### src/pkg/amr_pkg.sv
// Constants and carrier types for the accessory mode register group
// Assumes a ULPI front end that decodes register writes and reads into a simple strobe port
// How it works
// RULE1 - Debug register returns line state, upper zero
// RULE2 - Scratch byte, reset zero, no side effects
// RULE3 - Write replaces, set ORs, clear masks
// RULE4 - Link programs routes before accessory mode
// RULE5 - Data line 1 high while receive route off
// RULE6 - Bit 2 routes data 0 onto DM
// RULE7 - Bit 3 routes DP onto data 1
// RULE8 - Bit 1 drives ID pin to ground
// RULE9 - Bit 4 connects DM to left audio
// RULE10 - Bit 5 or 6 connects DP to right
// RULE11 - UART data also reaches enabled audio pins
// RULE12 - Link avoids UART routes during audio switching; the bench switches audio with routes set (8'h3c, 8'h54)
// RULE13 - Audio switches disable single-ended receivers
// RULE14 - ID floating rise raises alt interrupt
// RULE15 - ID floating fall raises alt interrupt
// RULE16 - Link enables ID pull-up before float interrupts
// RULE17 - Measure done interrupt, enable ORed vendor
// RULE18 - Unimplemented enable and status bits read zero
// RULE19 - Status bit 0 shows ID floating
// RULE20 - Status bits 5:3 hold resistance code
// RULE21 - Done bit sets after 282 us measurement
// RULE22 - Only vendor register read clears done
// RULE23 - Start bit measures, self clears at end
// RULE24 - Reserved control, enable, status bits read zero
package amr_pkg;

  localparam logic [5:0] OFS_DEBUG   = 6'h15;
  localparam logic [5:0] OFS_SCRATCH = 6'h16;
  localparam logic [5:0] OFS_CTRL    = 6'h19;
  localparam logic [5:0] OFS_IRQ_EN  = 6'h1d;
  localparam logic [5:0] OFS_STATUS  = 6'h20;
  localparam logic [5:0] OFS_VENDOR  = 6'h36;
  localparam logic [5:0] OFS_SET     = 6'h01;
  localparam logic [5:0] OFS_CLR     = 6'h02;

  localparam int CTRL_ID_GND   = 1;
  localparam int CTRL_TX_ROUTE = 2;
  localparam int CTRL_RX_ROUTE = 3;
  localparam int CTRL_LEFT     = 4;
  localparam int CTRL_RIGHT    = 5;
  localparam int CTRL_MIC      = 6;
  localparam int IEN_RISE      = 0;
  localparam int IEN_FALL      = 1;
  localparam int IEN_DONE      = 5;
  localparam int ST_OPEN       = 0;
  localparam int ST_CODE_LO    = 3;
  localparam int ST_DONE       = 6;
  localparam int VND_DONE      = 3;
  localparam int VND_GO        = 4;
  localparam int VND_IEN       = 6;

  localparam logic [7:0] MASK_DEBUG   = 8'h03;
  localparam logic [7:0] MASK_SCRATCH = 8'hff;
  localparam logic [7:0] MASK_CTRL    = 8'h7e;
  localparam logic [7:0] MASK_IRQ_EN  = 8'h23;
  localparam logic [7:0] MASK_VENDOR  = 8'h70;
  localparam logic [7:0] RESET_ZERO   = 8'h00;

  localparam int CLK_HZ       = 20000000;
  localparam int MEASURE_US   = 282;
  localparam int MEASURE_CYC  = (MEASURE_US * (CLK_HZ / 1000000));

  typedef enum logic [1:0] {
    AMR_WR_NONE  = 2'b00,
    AMR_WR_WRITE = 2'b01,
    AMR_WR_SET   = 2'b10,
    AMR_WR_CLEAR = 2'b11
  } amr_wr_kind_t;

  typedef struct packed {
    logic       we;
    logic       re;
    logic [5:0] addr;
    logic [7:0] wdata;
  } amr_req_t;

endpackage

### src/rtl/amr_regs.sv
// Accessory mode register group: debug, scratch, routing, ID interrupts, measurement
// Assumes reg_req comes from the ULPI register decoder, one access per cycle
`timescale 1ns/100ps
module amr_regs #(
  parameter int MEASURE_CYC = amr_pkg::MEASURE_CYC
) (
  input  wire logic              sys_clk,
  input  wire logic              rst,
  input  wire logic              ce,
  input  wire amr_pkg::amr_req_t reg_req,
  output logic [7:0]             reg_rdata,
  input  wire logic [1:0]        line_state,
  input  wire logic              accessory_mode_bit,
  input  wire logic              ulpi_data0_in,
  output logic                   ulpi_data1_out,
  input  wire logic              dp_in,
  input  wire logic              dm_in,
  output logic                   dm_out,
  output logic                   dm_oe,
  output logic                   left_audio_pin,
  output logic                   left_audio_connect,
  output logic                   right_mic_audio_pin,
  output logic                   right_mic_connect,
  output logic                   se_receiver_enable,
  output logic                   id_pin_ground_drive,
  input  wire logic              id_open_in,
  input  wire logic [2:0]        id_resistance_code_in,
  output logic                   alt_int
);

  amr_pkg::amr_wr_kind_t kind_scratch;
  amr_pkg::amr_wr_kind_t kind_ctrl;
  amr_pkg::amr_wr_kind_t kind_ien;
  amr_pkg::amr_wr_kind_t kind_vnd;
  logic [7:0]            scratch_reg;
  logic [7:0]            ctrl_reg;
  logic [7:0]            ien_reg;
  logic [7:0]            vnd_reg;
  logic [7:0]            vnd_hw_clr;
  logic [2:0]            code_reg;
  logic                  done_reg;
  logic                  id_open_prev_reg;
  logic                  done_pulse;
  logic                  vendor_read;
  logic                  audio_any;
  logic [7:0]            rd_next;

  function automatic amr_pkg::amr_wr_kind_t decode(input amr_pkg::amr_req_t r,
                                                   input logic [5:0] base);
    if (!r.we)
      decode = amr_pkg::AMR_WR_NONE;
    else if (r.addr == base)
      decode = amr_pkg::AMR_WR_WRITE;
    else if (r.addr == base + amr_pkg::OFS_SET)
      decode = amr_pkg::AMR_WR_SET;
    else if (r.addr == base + amr_pkg::OFS_CLR)
      decode = amr_pkg::AMR_WR_CLEAR;
    else
      decode = amr_pkg::AMR_WR_NONE;
  endfunction

  assign kind_scratch = decode(reg_req, amr_pkg::OFS_SCRATCH);
  assign kind_ctrl    = decode(reg_req, amr_pkg::OFS_CTRL);
  assign kind_ien     = decode(reg_req, amr_pkg::OFS_IRQ_EN);
  assign kind_vnd     = decode(reg_req, amr_pkg::OFS_VENDOR);

  // RULE2 scratch byte
  amr_wsc_reg #(.MASK(amr_pkg::MASK_SCRATCH), .RESET(amr_pkg::RESET_ZERO)) u_scratch (
    .sys_clk   (sys_clk),
    .rst       (rst),
    .ce        (ce),
    .kind      (kind_scratch),
    .wdata     (reg_req.wdata),
    .hw_clr    (8'h00),
    .value_reg (scratch_reg)
  );

  // RULE24 control reserved bits
  amr_wsc_reg #(.MASK(amr_pkg::MASK_CTRL), .RESET(amr_pkg::RESET_ZERO)) u_ctrl (
    .sys_clk   (sys_clk),
    .rst       (rst),
    .ce        (ce),
    .kind      (kind_ctrl),
    .wdata     (reg_req.wdata),
    .hw_clr    (8'h00),
    .value_reg (ctrl_reg)
  );

  // RULE18 enable unimplemented bits
  amr_wsc_reg #(.MASK(amr_pkg::MASK_IRQ_EN), .RESET(amr_pkg::RESET_ZERO)) u_ien (
    .sys_clk   (sys_clk),
    .rst       (rst),
    .ce        (ce),
    .kind      (kind_ien),
    .wdata     (reg_req.wdata),
    .hw_clr    (8'h00),
    .value_reg (ien_reg)
  );

  // RULE23 start self clear
  assign vnd_hw_clr = done_pulse ? (8'h01 << amr_pkg::VND_GO) : 8'h00;

  amr_wsc_reg #(.MASK(amr_pkg::MASK_VENDOR), .RESET(amr_pkg::RESET_ZERO)) u_vnd (
    .sys_clk   (sys_clk),
    .rst       (rst),
    .ce        (ce),
    .kind      (kind_vnd),
    .wdata     (reg_req.wdata),
    .hw_clr    (vnd_hw_clr),
    .value_reg (vnd_reg)
  );

  amr_measure #(.MEASURE_CYC(MEASURE_CYC)) u_measure (
    .sys_clk    (sys_clk),
    .rst        (rst),
    .ce         (ce),
    .go         (vnd_reg[amr_pkg::VND_GO]),
    .done_pulse (done_pulse)
  );

  assign vendor_read = reg_req.re && (reg_req.addr >= amr_pkg::OFS_VENDOR)
                       && (reg_req.addr <= amr_pkg::OFS_VENDOR + amr_pkg::OFS_CLR);

  // RULE20 capture resistance code
  always_ff @(posedge sys_clk)
  begin
    if (rst)
      code_reg <= 3'h0;
    else if (ce && done_pulse)
      code_reg <= id_resistance_code_in;
  end

  // RULE22 done clears on vendor read
  always_ff @(posedge sys_clk)
  begin
    if (rst)
      done_reg <= 1'b0;
    else if (ce)
    begin
      if (done_pulse)
        done_reg <= 1'b1;
      else if (vendor_read)
        done_reg <= 1'b0;
    end
  end

  always_ff @(posedge sys_clk)
  begin
    if (rst)
      id_open_prev_reg <= 1'b0;
    else if (ce)
      id_open_prev_reg <= id_open_in;
  end

  // RULE14 RULE15 RULE17 alt interrupt
  always_ff @(posedge sys_clk)
  begin
    if (rst)
      alt_int <= 1'b0;
    else if (ce)
      alt_int <= (ien_reg[amr_pkg::IEN_RISE] && id_open_in && !id_open_prev_reg)
              || (ien_reg[amr_pkg::IEN_FALL] && !id_open_in && id_open_prev_reg)
              || (done_pulse && !done_reg
                  && (ien_reg[amr_pkg::IEN_DONE] || vnd_reg[amr_pkg::VND_IEN]));
  end

  // RULE1 RULE19 RULE20 read mux
  always_comb
  begin
    rd_next = 8'h00;
    case (reg_req.addr)
      amr_pkg::OFS_DEBUG:
        rd_next = {6'h00, line_state} & amr_pkg::MASK_DEBUG;
      amr_pkg::OFS_SCRATCH, amr_pkg::OFS_SCRATCH + amr_pkg::OFS_SET,
      amr_pkg::OFS_SCRATCH + amr_pkg::OFS_CLR:
        rd_next = scratch_reg;
      amr_pkg::OFS_CTRL, amr_pkg::OFS_CTRL + amr_pkg::OFS_SET,
      amr_pkg::OFS_CTRL + amr_pkg::OFS_CLR:
        rd_next = ctrl_reg;
      amr_pkg::OFS_IRQ_EN, amr_pkg::OFS_IRQ_EN + amr_pkg::OFS_SET,
      amr_pkg::OFS_IRQ_EN + amr_pkg::OFS_CLR:
        rd_next = ien_reg;
      amr_pkg::OFS_STATUS:
        rd_next = {1'b0, done_reg, code_reg, 2'b00, id_open_in};
      amr_pkg::OFS_VENDOR, amr_pkg::OFS_VENDOR + amr_pkg::OFS_SET,
      amr_pkg::OFS_VENDOR + amr_pkg::OFS_CLR:
        rd_next = {vnd_reg[7:4], done_reg, code_reg};
      default:
        rd_next = 8'h00;
    endcase
  end

  always_ff @(posedge sys_clk)
  begin
    if (rst)
      reg_rdata <= 8'h00;
    else if (ce && reg_req.re)
      reg_rdata <= rd_next;
  end

  assign audio_any = ctrl_reg[amr_pkg::CTRL_LEFT] || ctrl_reg[amr_pkg::CTRL_RIGHT]
                     || ctrl_reg[amr_pkg::CTRL_MIC];

  // RULE13 receivers off
  assign se_receiver_enable = !audio_any;
  // RULE8 ID ground
  assign id_pin_ground_drive = ctrl_reg[amr_pkg::CTRL_ID_GND];
  // RULE9 left switch
  assign left_audio_connect = ctrl_reg[amr_pkg::CTRL_LEFT];
  // RULE10 right or mic
  assign right_mic_connect = ctrl_reg[amr_pkg::CTRL_RIGHT] || ctrl_reg[amr_pkg::CTRL_MIC];

  // RULE4 RULE6 RULE7 RULE5 RULE11 routing
  always_ff @(posedge sys_clk)
  begin
    if (rst)
    begin
      dm_out              <= 1'b0;
      dm_oe               <= 1'b0;
      ulpi_data1_out      <= 1'b1;
      left_audio_pin      <= 1'b0;
      right_mic_audio_pin <= 1'b0;
    end
    else if (ce)
    begin
      dm_oe          <= accessory_mode_bit && ctrl_reg[amr_pkg::CTRL_TX_ROUTE];
      dm_out         <= ulpi_data0_in;
      ulpi_data1_out <= (accessory_mode_bit && ctrl_reg[amr_pkg::CTRL_RX_ROUTE]) ? dp_in : 1'b1;
      left_audio_pin <= ctrl_reg[amr_pkg::CTRL_LEFT]
                        && ((accessory_mode_bit && ctrl_reg[amr_pkg::CTRL_TX_ROUTE])
                            ? ulpi_data0_in : dm_in);
      right_mic_audio_pin <= right_mic_connect && dp_in;
    end
  end
endmodule // amr_regs

### src/rtl/amr_wsc_reg.sv
// One register byte with write, set and clear access
// Assumes access kind is already decoded from the address
`timescale 1ns/100ps
module amr_wsc_reg #(
  parameter logic [7:0] MASK  = 8'hff,
  parameter logic [7:0] RESET = 8'h00
) (
  input  wire logic                  sys_clk,
  input  wire logic                  rst,
  input  wire logic                  ce,
  input  wire amr_pkg::amr_wr_kind_t kind,
  input  wire logic [7:0]            wdata,
  input  wire logic [7:0]            hw_clr,
  output logic [7:0]                 value_reg
);

  logic [7:0] value_next;

  // RULE3 write set clear
  always_comb
  begin
    case (kind)
      amr_pkg::AMR_WR_WRITE: value_next = wdata;
      amr_pkg::AMR_WR_SET:   value_next = value_reg | wdata;
      amr_pkg::AMR_WR_CLEAR: value_next = value_reg & ~wdata;
      default:               value_next = value_reg;
    endcase
    value_next = value_next & ~hw_clr & MASK;
  end

  always_ff @(posedge sys_clk)
  begin
    if (rst)
      value_reg <= RESET & MASK;
    else if (ce)
      value_reg <= value_next;
  end

endmodule // amr_wsc_reg

### src/rtl/amr_measure.sv
// Resistance measurement timer
// Assumes the analog converter result is valid when done pulses
`timescale 1ns/100ps
module amr_measure #(
  parameter int MEASURE_CYC = amr_pkg::MEASURE_CYC
) (
  input  wire logic sys_clk,
  input  wire logic rst,
  input  wire logic ce,
  input  wire logic go,
  output logic      done_pulse
);

  logic [15:0] count_reg;

  // RULE21 measurement time
  always_ff @(posedge sys_clk)
  begin
    if (rst)
      count_reg <= 16'h0000;
    else if (ce)
    begin
      if (!go || done_pulse)
        count_reg <= 16'h0000;
      else
        count_reg <= count_reg + 16'h0001;
    end
  end

  assign done_pulse = go && (count_reg == 16'(MEASURE_CYC - 1));

endmodule // amr_measure

### config.mk
export PLATFORM = sky130hd
export DESIGN_NAME = amr_regs
export DESIGN_NICKNAME = d
export VERILOG_FILES = /design/src/pkg/amr_pkg.sv /design/src/rtl/amr_regs.sv /design/src/rtl/amr_wsc_reg.sv /design/src/rtl/amr_measure.sv
export SDC_FILE = /design/constraint.sdc
export NUM_CORES = 1
export LEC_CHECK = 0
export ABC_AREA = 1
export BUFFER_PORTS_ARGS = -buffer_cell sky130_fd_sc_hd__buf_4
export CORE_MARGIN = 8
export CORE_UTILIZATION = 50
export CTS_BUF_LIST = sky130_fd_sc_hd__clkbuf_8
export DETAILED_ROUTE_END_ITERATION = 7
export PLACE_DENSITY = 0.82
export SYNTH_ARGS = -nofsm -noshare
export SYNTH_HDL_FRONTEND = slang
export SYNTH_SLANG_ARGS = --single-unit
### constraint.sdc
create_clock -name sys_clk -period 1.3 [get_ports sys_clk]
set_input_delay 0.26 -clock sys_clk [delete_from_list [all_inputs] [get_ports sys_clk]]
set_output_delay 0.26 -clock sys_clk [all_outputs]
set_load 0.02 [all_outputs]
* Yosys cells after proc, flatten, opt, wreduce, memory -nomap -nowiden *
Cells that the tools add are included.

operators by class
  add/subtract/negate cells = 1
  multiply operators = 0
  divide/modulo/power cells = 0
  magnitude comparators = 2
  equality and inequality tests = 27
  shifts and indexed selects = 0
  multiplexer cells = 27
  bitwise operators = 11
  reductions and logical operators = 39

operators with widths
  operator                                          number
  == test 6 x 5 -> 1 bit (second input constant)    10
  one-hot mux 8 bit (6 select lines)                1
  one-hot mux 7 bit (3 select lines)                2
  two-way mux 2 bit                                 16
  == test 6 bit (second input constant)             4
  one-hot mux 8 bit (3 select lines)                1
  AND 7 bit                                         3
  one-hot mux 6 bit (3 select lines)                1
  adder 16 x 1 -> 16 bit (second input constant)    1
  == test 16 x 13 -> 1 bit (second input constant)  1
  == test 2 bit (second input constant)             8
  two-way mux 16 bit                                1
  logical AND 1 bit                                 15
  bitwise OR 7 bit                                  2
  OR reduction 3 bit                                4
  nonzero test 3 bit                                3
  AND 8 bit                                         1
  == test 2 x 1 -> 1 bit (second input constant)    4
  inverter 8 bit                                    1
  bitwise OR 8 bit                                  1
  AND reduction 2 bit                               4
  logical OR 1 bit                                  7
  inverter 5 -> 7 bit                               1
  AND 6 bit                                         1
  7 further kinds                                   14

word-level totals
  register bits after elaboration = 55
  latch bits = 0
  memory bits (writable) = 0
  memory bits (read-only) = 0
  input bits = 29
  output and inout bits = 18
  logic and storage cells = 122
  memories kept = 0

* Longest topological paths before layout *
Gate-level depths: netlist of the first run.

  depth after elaboration = 8
  gate-level depth with buffers = 10
  mapped depth without buffers = 10

* Modules after synthesis *
Synthesis of the first run repeated with hierarchy kept, for this count alone.

second synthesis, totals
  cells, all modules = 616
  area, all modules = 3789.9 µm²

by module, submodules not included
  module                    instances  cells each  area an instance (µm²)  sequential area each (µm²)
  amr_regs                  1          208         1306.3                  380.4
  amr_measure               1          146         933.4                   320.3
  amr_wsc_reg at u_scratch  1          97          603.1                   160.2
  amr_wsc_reg at u_ien ...  2          44          247.7                   60.1
  amr_wsc_reg at u_ctrl     1          77          451.7                   120.1

* Least setup slack after synthesis of the first run *
OpenSTA, ideal clock, no wires.

  path kind = flip-flop to flip-flop
  start = register u_measure.count_reg[0]
  end = register u_measure.count_reg[12]
  setup time = 0.124 ns
  data arrival time = 1.299 ns
  data required time = 1.176 ns
  slack = -0.122 ns
  cell stages (with the launch flop) = 9
  buffers on the path = 0
  period minus slack after synthesis = 1.422 ns
  path through = dfxtp_1 > ha_1 > nand2_1 > inv_1 > nand3_1 > nor2_1 > nand3_1 > xor2_1 > nor2_1

on the way
  cells in the longest elaborated chain, start to end = 4
  elaborated cells between the ends (all ways) = 5
  those cells by class = add/sub: 1; eq/ne: 1; mux: 1; reduce/logical: 2

ends and longest elaborated chain
  what                                                            RTL line           text
  start, declared                                                 amr_measure.sv:14  logic [15:0] count_reg;
  start signal, assigned                                          amr_measure.sv:26  count_reg <= count_reg + 16'h0001;
  branches (longest 3 deep; another with adder 16 x 1 -> 16 bit)  --
  two-way mux 16 bit *                                            amr_measure.sv:23  if (!go || done_pulse)

Mark *: on every way between the ends.
A chain may end at the register's enable or synchronous reset.

* Worst setup path in the final report of the first run *
  start = register u_measure.count_reg[1]
  end = register u_measure.count_reg[6]

Same word-level chain as after synthesis.

==> impl_metrics.ini, run 1 <==
[die]
fp.dieH_um = 94.3
die-area_um2 = 8880
row_count = 28
initial_core_util_pct = 51.7
core-area_um2 = 5920
chipWidth_um = 94.3
pin_count = 47

[clock_tree]
cts_hold_buf = 0
clock-root-buffer = clkbuf_8
clkTransAtPathRegs_ns = 0.09
clk_latency_ns = 0.31
clockBufferDepth = 2
cts-htree-levels = 2
cts_tree = built
cts_num_sinks = 55
numCtsBuffers = 5

[synthesis]
ys.flop_type = dfxtp_1
synth_most_common_cell = nand2_1
syn-num-nets = 493
synth_cells = 463
ys_types = 31
synth_top_area_cell = dfxtp_1
syn_area_um2 = 3060
synth_area_leaders = dfxtp_1, nand2_1, nor2_1
syn_area_per_cell_um2 = 6.61
synth-edff-count = 0
ys_warn_count = 0
synthTopCellsByCount = nand2_1, nor2_1, dfxtp_1, inv_1, nand3_1
netlist.area_leader.share_pct = 36.0
ys_ff_latch = 55
synthArstFlopShare_pct = 0
synth-seq-area-share_pct = 36.0

[setup_path]
path_buf_inv = 1
critPathLaunchType = flip-flop
slowest_delay_ns = 0.37
critical_path_peak_fanout = 16
critical-path-top-delay-family = flip-flops
crit_type = flip-flop to flip-flop
end_kind = flip-flop
crit_required_ns = 1.51
cp_cell_sequence = ha_4 -> nand3_2 -> nor2_2 -> a21oi_1 -> o21ai_2 -> buf_12 -> nor2_1
cp_slowest_cell = dfxtp_2
arrival_ns = 1.54

[pwr]
power.density_nw_per_um2 = 802
ir_drop_uv = 623
leakagePower_nw = 1.73

[sta]
min_period_ns = 1.33
max_freq_ghz = 0.750
fin_ws_ns = -0.0341
tightest_slew_ns = 0.341
max-slew-margin-rel_pct = 77.3
hold_viol = 0
rsz0062_at_grt = true
maxSlewViolCount = 0
min_period_over_period_pct = 103
setup-violations-final = 16
skew_ns = 0.00593

[final_layout]
drive_above_1_share_pct = 29.5
nets = 588
largest_reg_flops = 16
antenna_cells = 0
fin_area_um2 = 4160
syn_to_final_growth_pct = 35.9
fill_cells = 484

[routing]
avgViaCountPerCell = 5.49
drc_errors = 0
dr_total_vias = 3479
drt-pass1-iter-count = 5
drt_iter0_drc = 247
ant_nets = 0
wl_per_cell_um = 14.9
totalWireLength_um = 9440

[global_route]
grt_pass1_vias = 3245
overflow = 0
grt_max_degree = 29
grt_usage_pct = 21.4
antenna_found_initial = 0
grt_pass1_wl_um = 15400

[job]
maxCapViolCount = 0

[placed_design]
place.port_buffers = 46
gp_congestion = 0.920
hpwl_um = 6970
dpl_worst_slack_ns = -0.189
place_area_um2 = 3890

[hold_path]
hold_path_class = input pin to flip-flop

[status]
violations = setup timing
outcome = finished with violations
[layer usage]
metal	global-route usage (%)	vias to the layer above	routed length, µm
met5	0	-	0
met1	28.0	1602	4110
met3	4.48	15	766
li1	-	1712	-
met4	4.89	0	159
met2	34.8	150	4400
[power breakdown]
| part | total [mW] | switching, mW | internal [mW] |
|---|---|---|---|
| Sequential | 1.71 | 0.0127 | 1.70 |
| Clock | 1.20 | 0.575 | 0.624 |
| Combinational | 0.427 | 0.248 | 0.180 |
| Total | 3.34 | 0.835 | 2.50 |
[timing repair]
action                                  in CTS  in global routing
gates resized for setup                     17                 20
buffers inserted                             3                  2
pin swaps                                    7                  8
endpoints found under the setup margin      21                 23
[layout by cell type, fill, tap and decap left out, drive strengths merged, types with 2 or more instances in the layout]
cell	synthesis	layout
dfxtp	55	55
a21oi	33	33
nand3	41	41
inv	49	49
nor2	77	77
xor2	12	12
clkinv	2	3
o21ai	36	36
a31oi	5	5
nand2	111	111
xnor2	2	2
clkbuf	3	6
nand4	18	18
nor3	6	6
buf	8	99
a211oi	4	4
[logic make-up after synthesis]
group                      after synthesis  synth area share (%)
AOI/OAI and AO/OA                       78                  13.6
xor gates and xnor gates                14                  4.00
adders and majority gates                1                 0.409
buffers and inverters                   62                  8.42
DFF                                     55                  36.0
and+or+nand+nor                        253                  37.6
[worst paths after layout]
check        depth (start not counted)                                  end                                start  slack, ns
max                                  7  u_measure.count_reg[6]$_SDFFE_PP0P_  u_measure.count_reg[1]$_SDFFE_PP0P_      -0.03
min                                  3          ulpi_data1_out$_SDFFE_PP1P_                                dp_in       0.18
max reg2reg                          7  u_measure.count_reg[6]$_SDFFE_PP0P_  u_measure.count_reg[1]$_SDFFE_PP0P_      -0.03
min reg2reg                          2            reg_rdata[1]$_SDFFE_PP0P_            reg_rdata[1]$_SDFFE_PP0P_       0.47
[area by class of cell]
| type | count | area [µm²] | share of cell area (%) |
|---|---|---|---|
| Multi-Input combinational cell | 346 | 1840 | 44.2 |
| Sequential cell | 55 | 1120 | 26.8 |
| Timing Repair Buffer | 99 | 801 | 19.2 |
| Inverter | 51 | 191 | 4.60 |
| Tap cell | 75 | 93.8 | 2.26 |
| Clock buffer | 6 | 82.6 | 1.98 |
| Clock inverter | 2 | 35.0 | 0.842 |
[worst min-delay path: stages]
cell and delay (ns):
buf_4 0.08, o21ai_0 0.07, nand2_1 0.05
[metrics by stage]
stage	power, mW	TNS [ns]	hold slack [ns]	std cells	utilization [%]
floorplan	1.95	-0.0315	0.396	463	-
global placement	2.16	-2.68	0.449	621	65.6
detailed placement	2.17	-3.95	0.455	621	65.6
CTS	3.34	-0.0799	0.177	632	68.8
global route	3.44	-1.23	0.186	634	70.3
finish	3.34	-0.243	0.182	634	70.3
Power figures use the tool's default switching activity.
==> inputs of run 2 (changes only) <==
--- a/config.mk
+++ b/config.mk
@@ -11,7 +11,8 @@
 export CORE_UTILIZATION = 50
 export CTS_BUF_LIST = sky130_fd_sc_hd__clkbuf_8
 export DETAILED_ROUTE_END_ITERATION = 7
-export PLACE_DENSITY = 0.82
+export PLACE_DENSITY = 0.8
+export SKIP_CTS_REPAIR_TIMING = 1
 export SYNTH_ARGS = -nofsm -noshare
 export SYNTH_HDL_FRONTEND = slang
 export SYNTH_SLANG_ARGS = --single-unit
==> constraint.sdc (replaced) <==
create_clock -name sys_clk -period 1.7 [get_ports sys_clk]
set_input_delay 0.34 -clock sys_clk [delete_from_list [all_inputs] [get_ports sys_clk]]
set_output_delay 0.34 -clock sys_clk [all_outputs]
set_load 0.02 [all_outputs]
==> run 2 against run 1 <==
  * The run now ends clean
  * Clock skew rose by 0.0039 ns
  * Cell area fell by 13%
  * Wire length fell by 11%
  * Sequential share of layout area rose by 3.7 points
  * Final cell count fell by 7.1%
  * Setup slack improved by 0.24 ns
  * Via count fell by 7.7%
  * Global-route usage fell by 2.0 points
  * Power fell by 32%
  * Critical path depth fell by 1
  * Count of clock-buffer cells in the layout fell by 1
  * Non-clock buffer count fell by 43
  * Critical endpoint is now u_measure.count_reg[12]$_SDFFE_PP0P_
==> impl_metrics.ini, run 2 (same netlist as run 1, synthesis figures left out) <==
[status]
outcome = finished, final reports clean

[global_route]
grt_pass1_wl_um = 13900
met2_usage_pct = 28.7
grt_max_degree = 29
grt_most_used_layer = met2
grt_use_met3_pct = 5.28
grt_pass1_vias = 2967
met1_usage_pct = 25.8
grt_usage_pct = 19.4
antenna_found_initial = 0
overflow = 0

[sta]
skew_ns = 0.00987
min_period_ns = 1.50
hold-worst-slack_ns = 0.258
tightest_slew_ns = 0.497
fin_ws_ns = 0.205
maxSlewViolCount = 0
rsz0062_at_grt = false
max-slew-margin-rel_pct = 66.7
min_period_over_period_pct = 87.9
setup-violations-final = 0
hold_viol = 0
max_freq_ghz = 0.669

[routing]
drc_errors = 0
avgViaCountPerCell = 5.45
dr_total_vias = 3212
totalWireLength_um = 8400
drt_iter0_drc = 306
drt-pass1-iter-count = 8
wl_per_cell_um = 14.3
ant_nets = 0

[die]
row_count = 28
initial_core_util_pct = 51.7
core-area_um2 = 5920
fp.dieH_um = 94.3
die-area_um2 = 8880
chipWidth_um = 94.3
pin_count = 47

[clock_tree]
clk_latency_ns = 0.31
clkTransAtPathRegs_ns = 0.09
clockBufferDepth = 2
cts-htree-levels = 2
cts_tree = built
numCtsBuffers = 5
clock-root-buffer = clkbuf_8
cts_num_sinks = 55

[setup_path]
crit_type = flip-flop to flip-flop
critical-path-top-delay-family = compound AO/OA/AOI/OAI gates
cp_cell_sequence = ha_2 -> nand3_1 -> nor2_1 -> a21oi_1 -> o21ai_4 -> nor2_1
cp_slowest_cell = o21ai_4
path_buf_inv = 0
cpMostUsedCell = nor2_1
end_kind = flip-flop
arrival_ns = 1.68
crit_required_ns = 1.89
slowest_delay_ns = 0.38
critical_path_peak_fanout = 16
critPathLaunchType = flip-flop

[final_layout]
syn_to_final_growth_pct = 17.8
fin_cells = 589
largest_reg_flops = 16
nets = 545
antenna_cells = 0
final_common_cell = nand2_1
drive_above_1_share_pct = 17.1
mostFrequentLayoutCells = nand2_1, nor2_1, buf_4, dfxtp_1, inv_1

[pwr]
comb_power_share_pct = 12.0
leakagePower_nw = 1.46
p_int_mw = 1.67
power.density_nw_per_um2 = 629
p_sw_mw = 0.599
ir_drop_uv = 355
swShare_pct = 26.4
p_clk_share_pct = 30.3
p_seq_share_pct = 57.7

[placed_design]
hpwl_um = 6350
gp_congestion = 0.923
dpl_worst_slack_ns = 0.00546
dp.cells = 583
place.port_buffers = 46

[job]
maxCapViolCount = 0

[hold_path]
hold_path_class = input pin to flip-flop
run 2: changes by cell type in the layout (fill, tap and decap cells not counted), moves of 4 or more:
cell / delta
nand3_1: +7
dfxtp_2: -5
buf_4: -38
nor2_1: +8
nor2_2: -5
inv_1: +4
nand2_1: +4
nand3_4: -4
dfxtp_1: +7
run 2: power groups by stage:
stage	Combinational (mW)	Clock, mW	Sequential, mW
2_1_floorplan	0.137	0	1.35
3_3_place_gp	0.264	0	1.34
3_5_place_dp	0.268	0	1.34
4_1_cts	0.269	0.693	1.31
5_1_grt	0.299	0.737	1.31
6_report	0.273	0.688	1.31
run 2: worst register-to-register path: stages (launching register included):
cell and delay [ns]:
dfxtp_1 0.35, ha_2 0.21, nand3_1 0.08, nor2_1 0.15
a21oi_1 0.12, o21ai_4 0.38, nor2_1 0.10
run 2: final timing paths:
kind / from / endpoint / slack [ns] / depth (start not counted)
max: u_measure.count_reg[0]$_SDFFE_PP0P_ / u_measure.count_reg[12]$_SDFFE_PP0P_ / 0.20 / 6
max reg2reg: u_measure.count_reg[0]$_SDFFE_PP0P_ / u_measure.count_reg[12]$_SDFFE_PP0P_ / 0.20 / 6
min reg2reg: reg_rdata[1]$_SDFFE_PP0P_ / reg_rdata[1]$_SDFFE_PP0P_ / 0.47 / 2
min: dp_in / ulpi_data1_out$_SDFFE_PP1P_ / 0.26 / 3
run 2: routing by layer:
metal,part of all wire [%],wire [µm]
met3,8.3,696
met5,0,0
met2,43,3580
met1,46,3910
met4,2.6,217
run 2: cell type report:
cell class,count,area (µm²)
Tap cell,75,93.8
Clock inverter,1,3.75
Sequential cell,55,1100
Inverter,51,191
Clock buffer,5,68.8
Multi-Input combinational cell,346,1710
Timing Repair Buffer,56,433
Fill cell,572,2310
run 2: through the flow:
stage	instance area, µm²	power, mW	util [%]	TNS (ns)
after floorplan	3060	1.48	-	0
after global placement	3520	1.60	59.5	0
after detailed placement	3520	1.61	59.5	0
after CTS	3590	2.27	60.7	-0.0192
after global routing	3610	2.35	60.9	0
final	3610	2.27	60.9	0
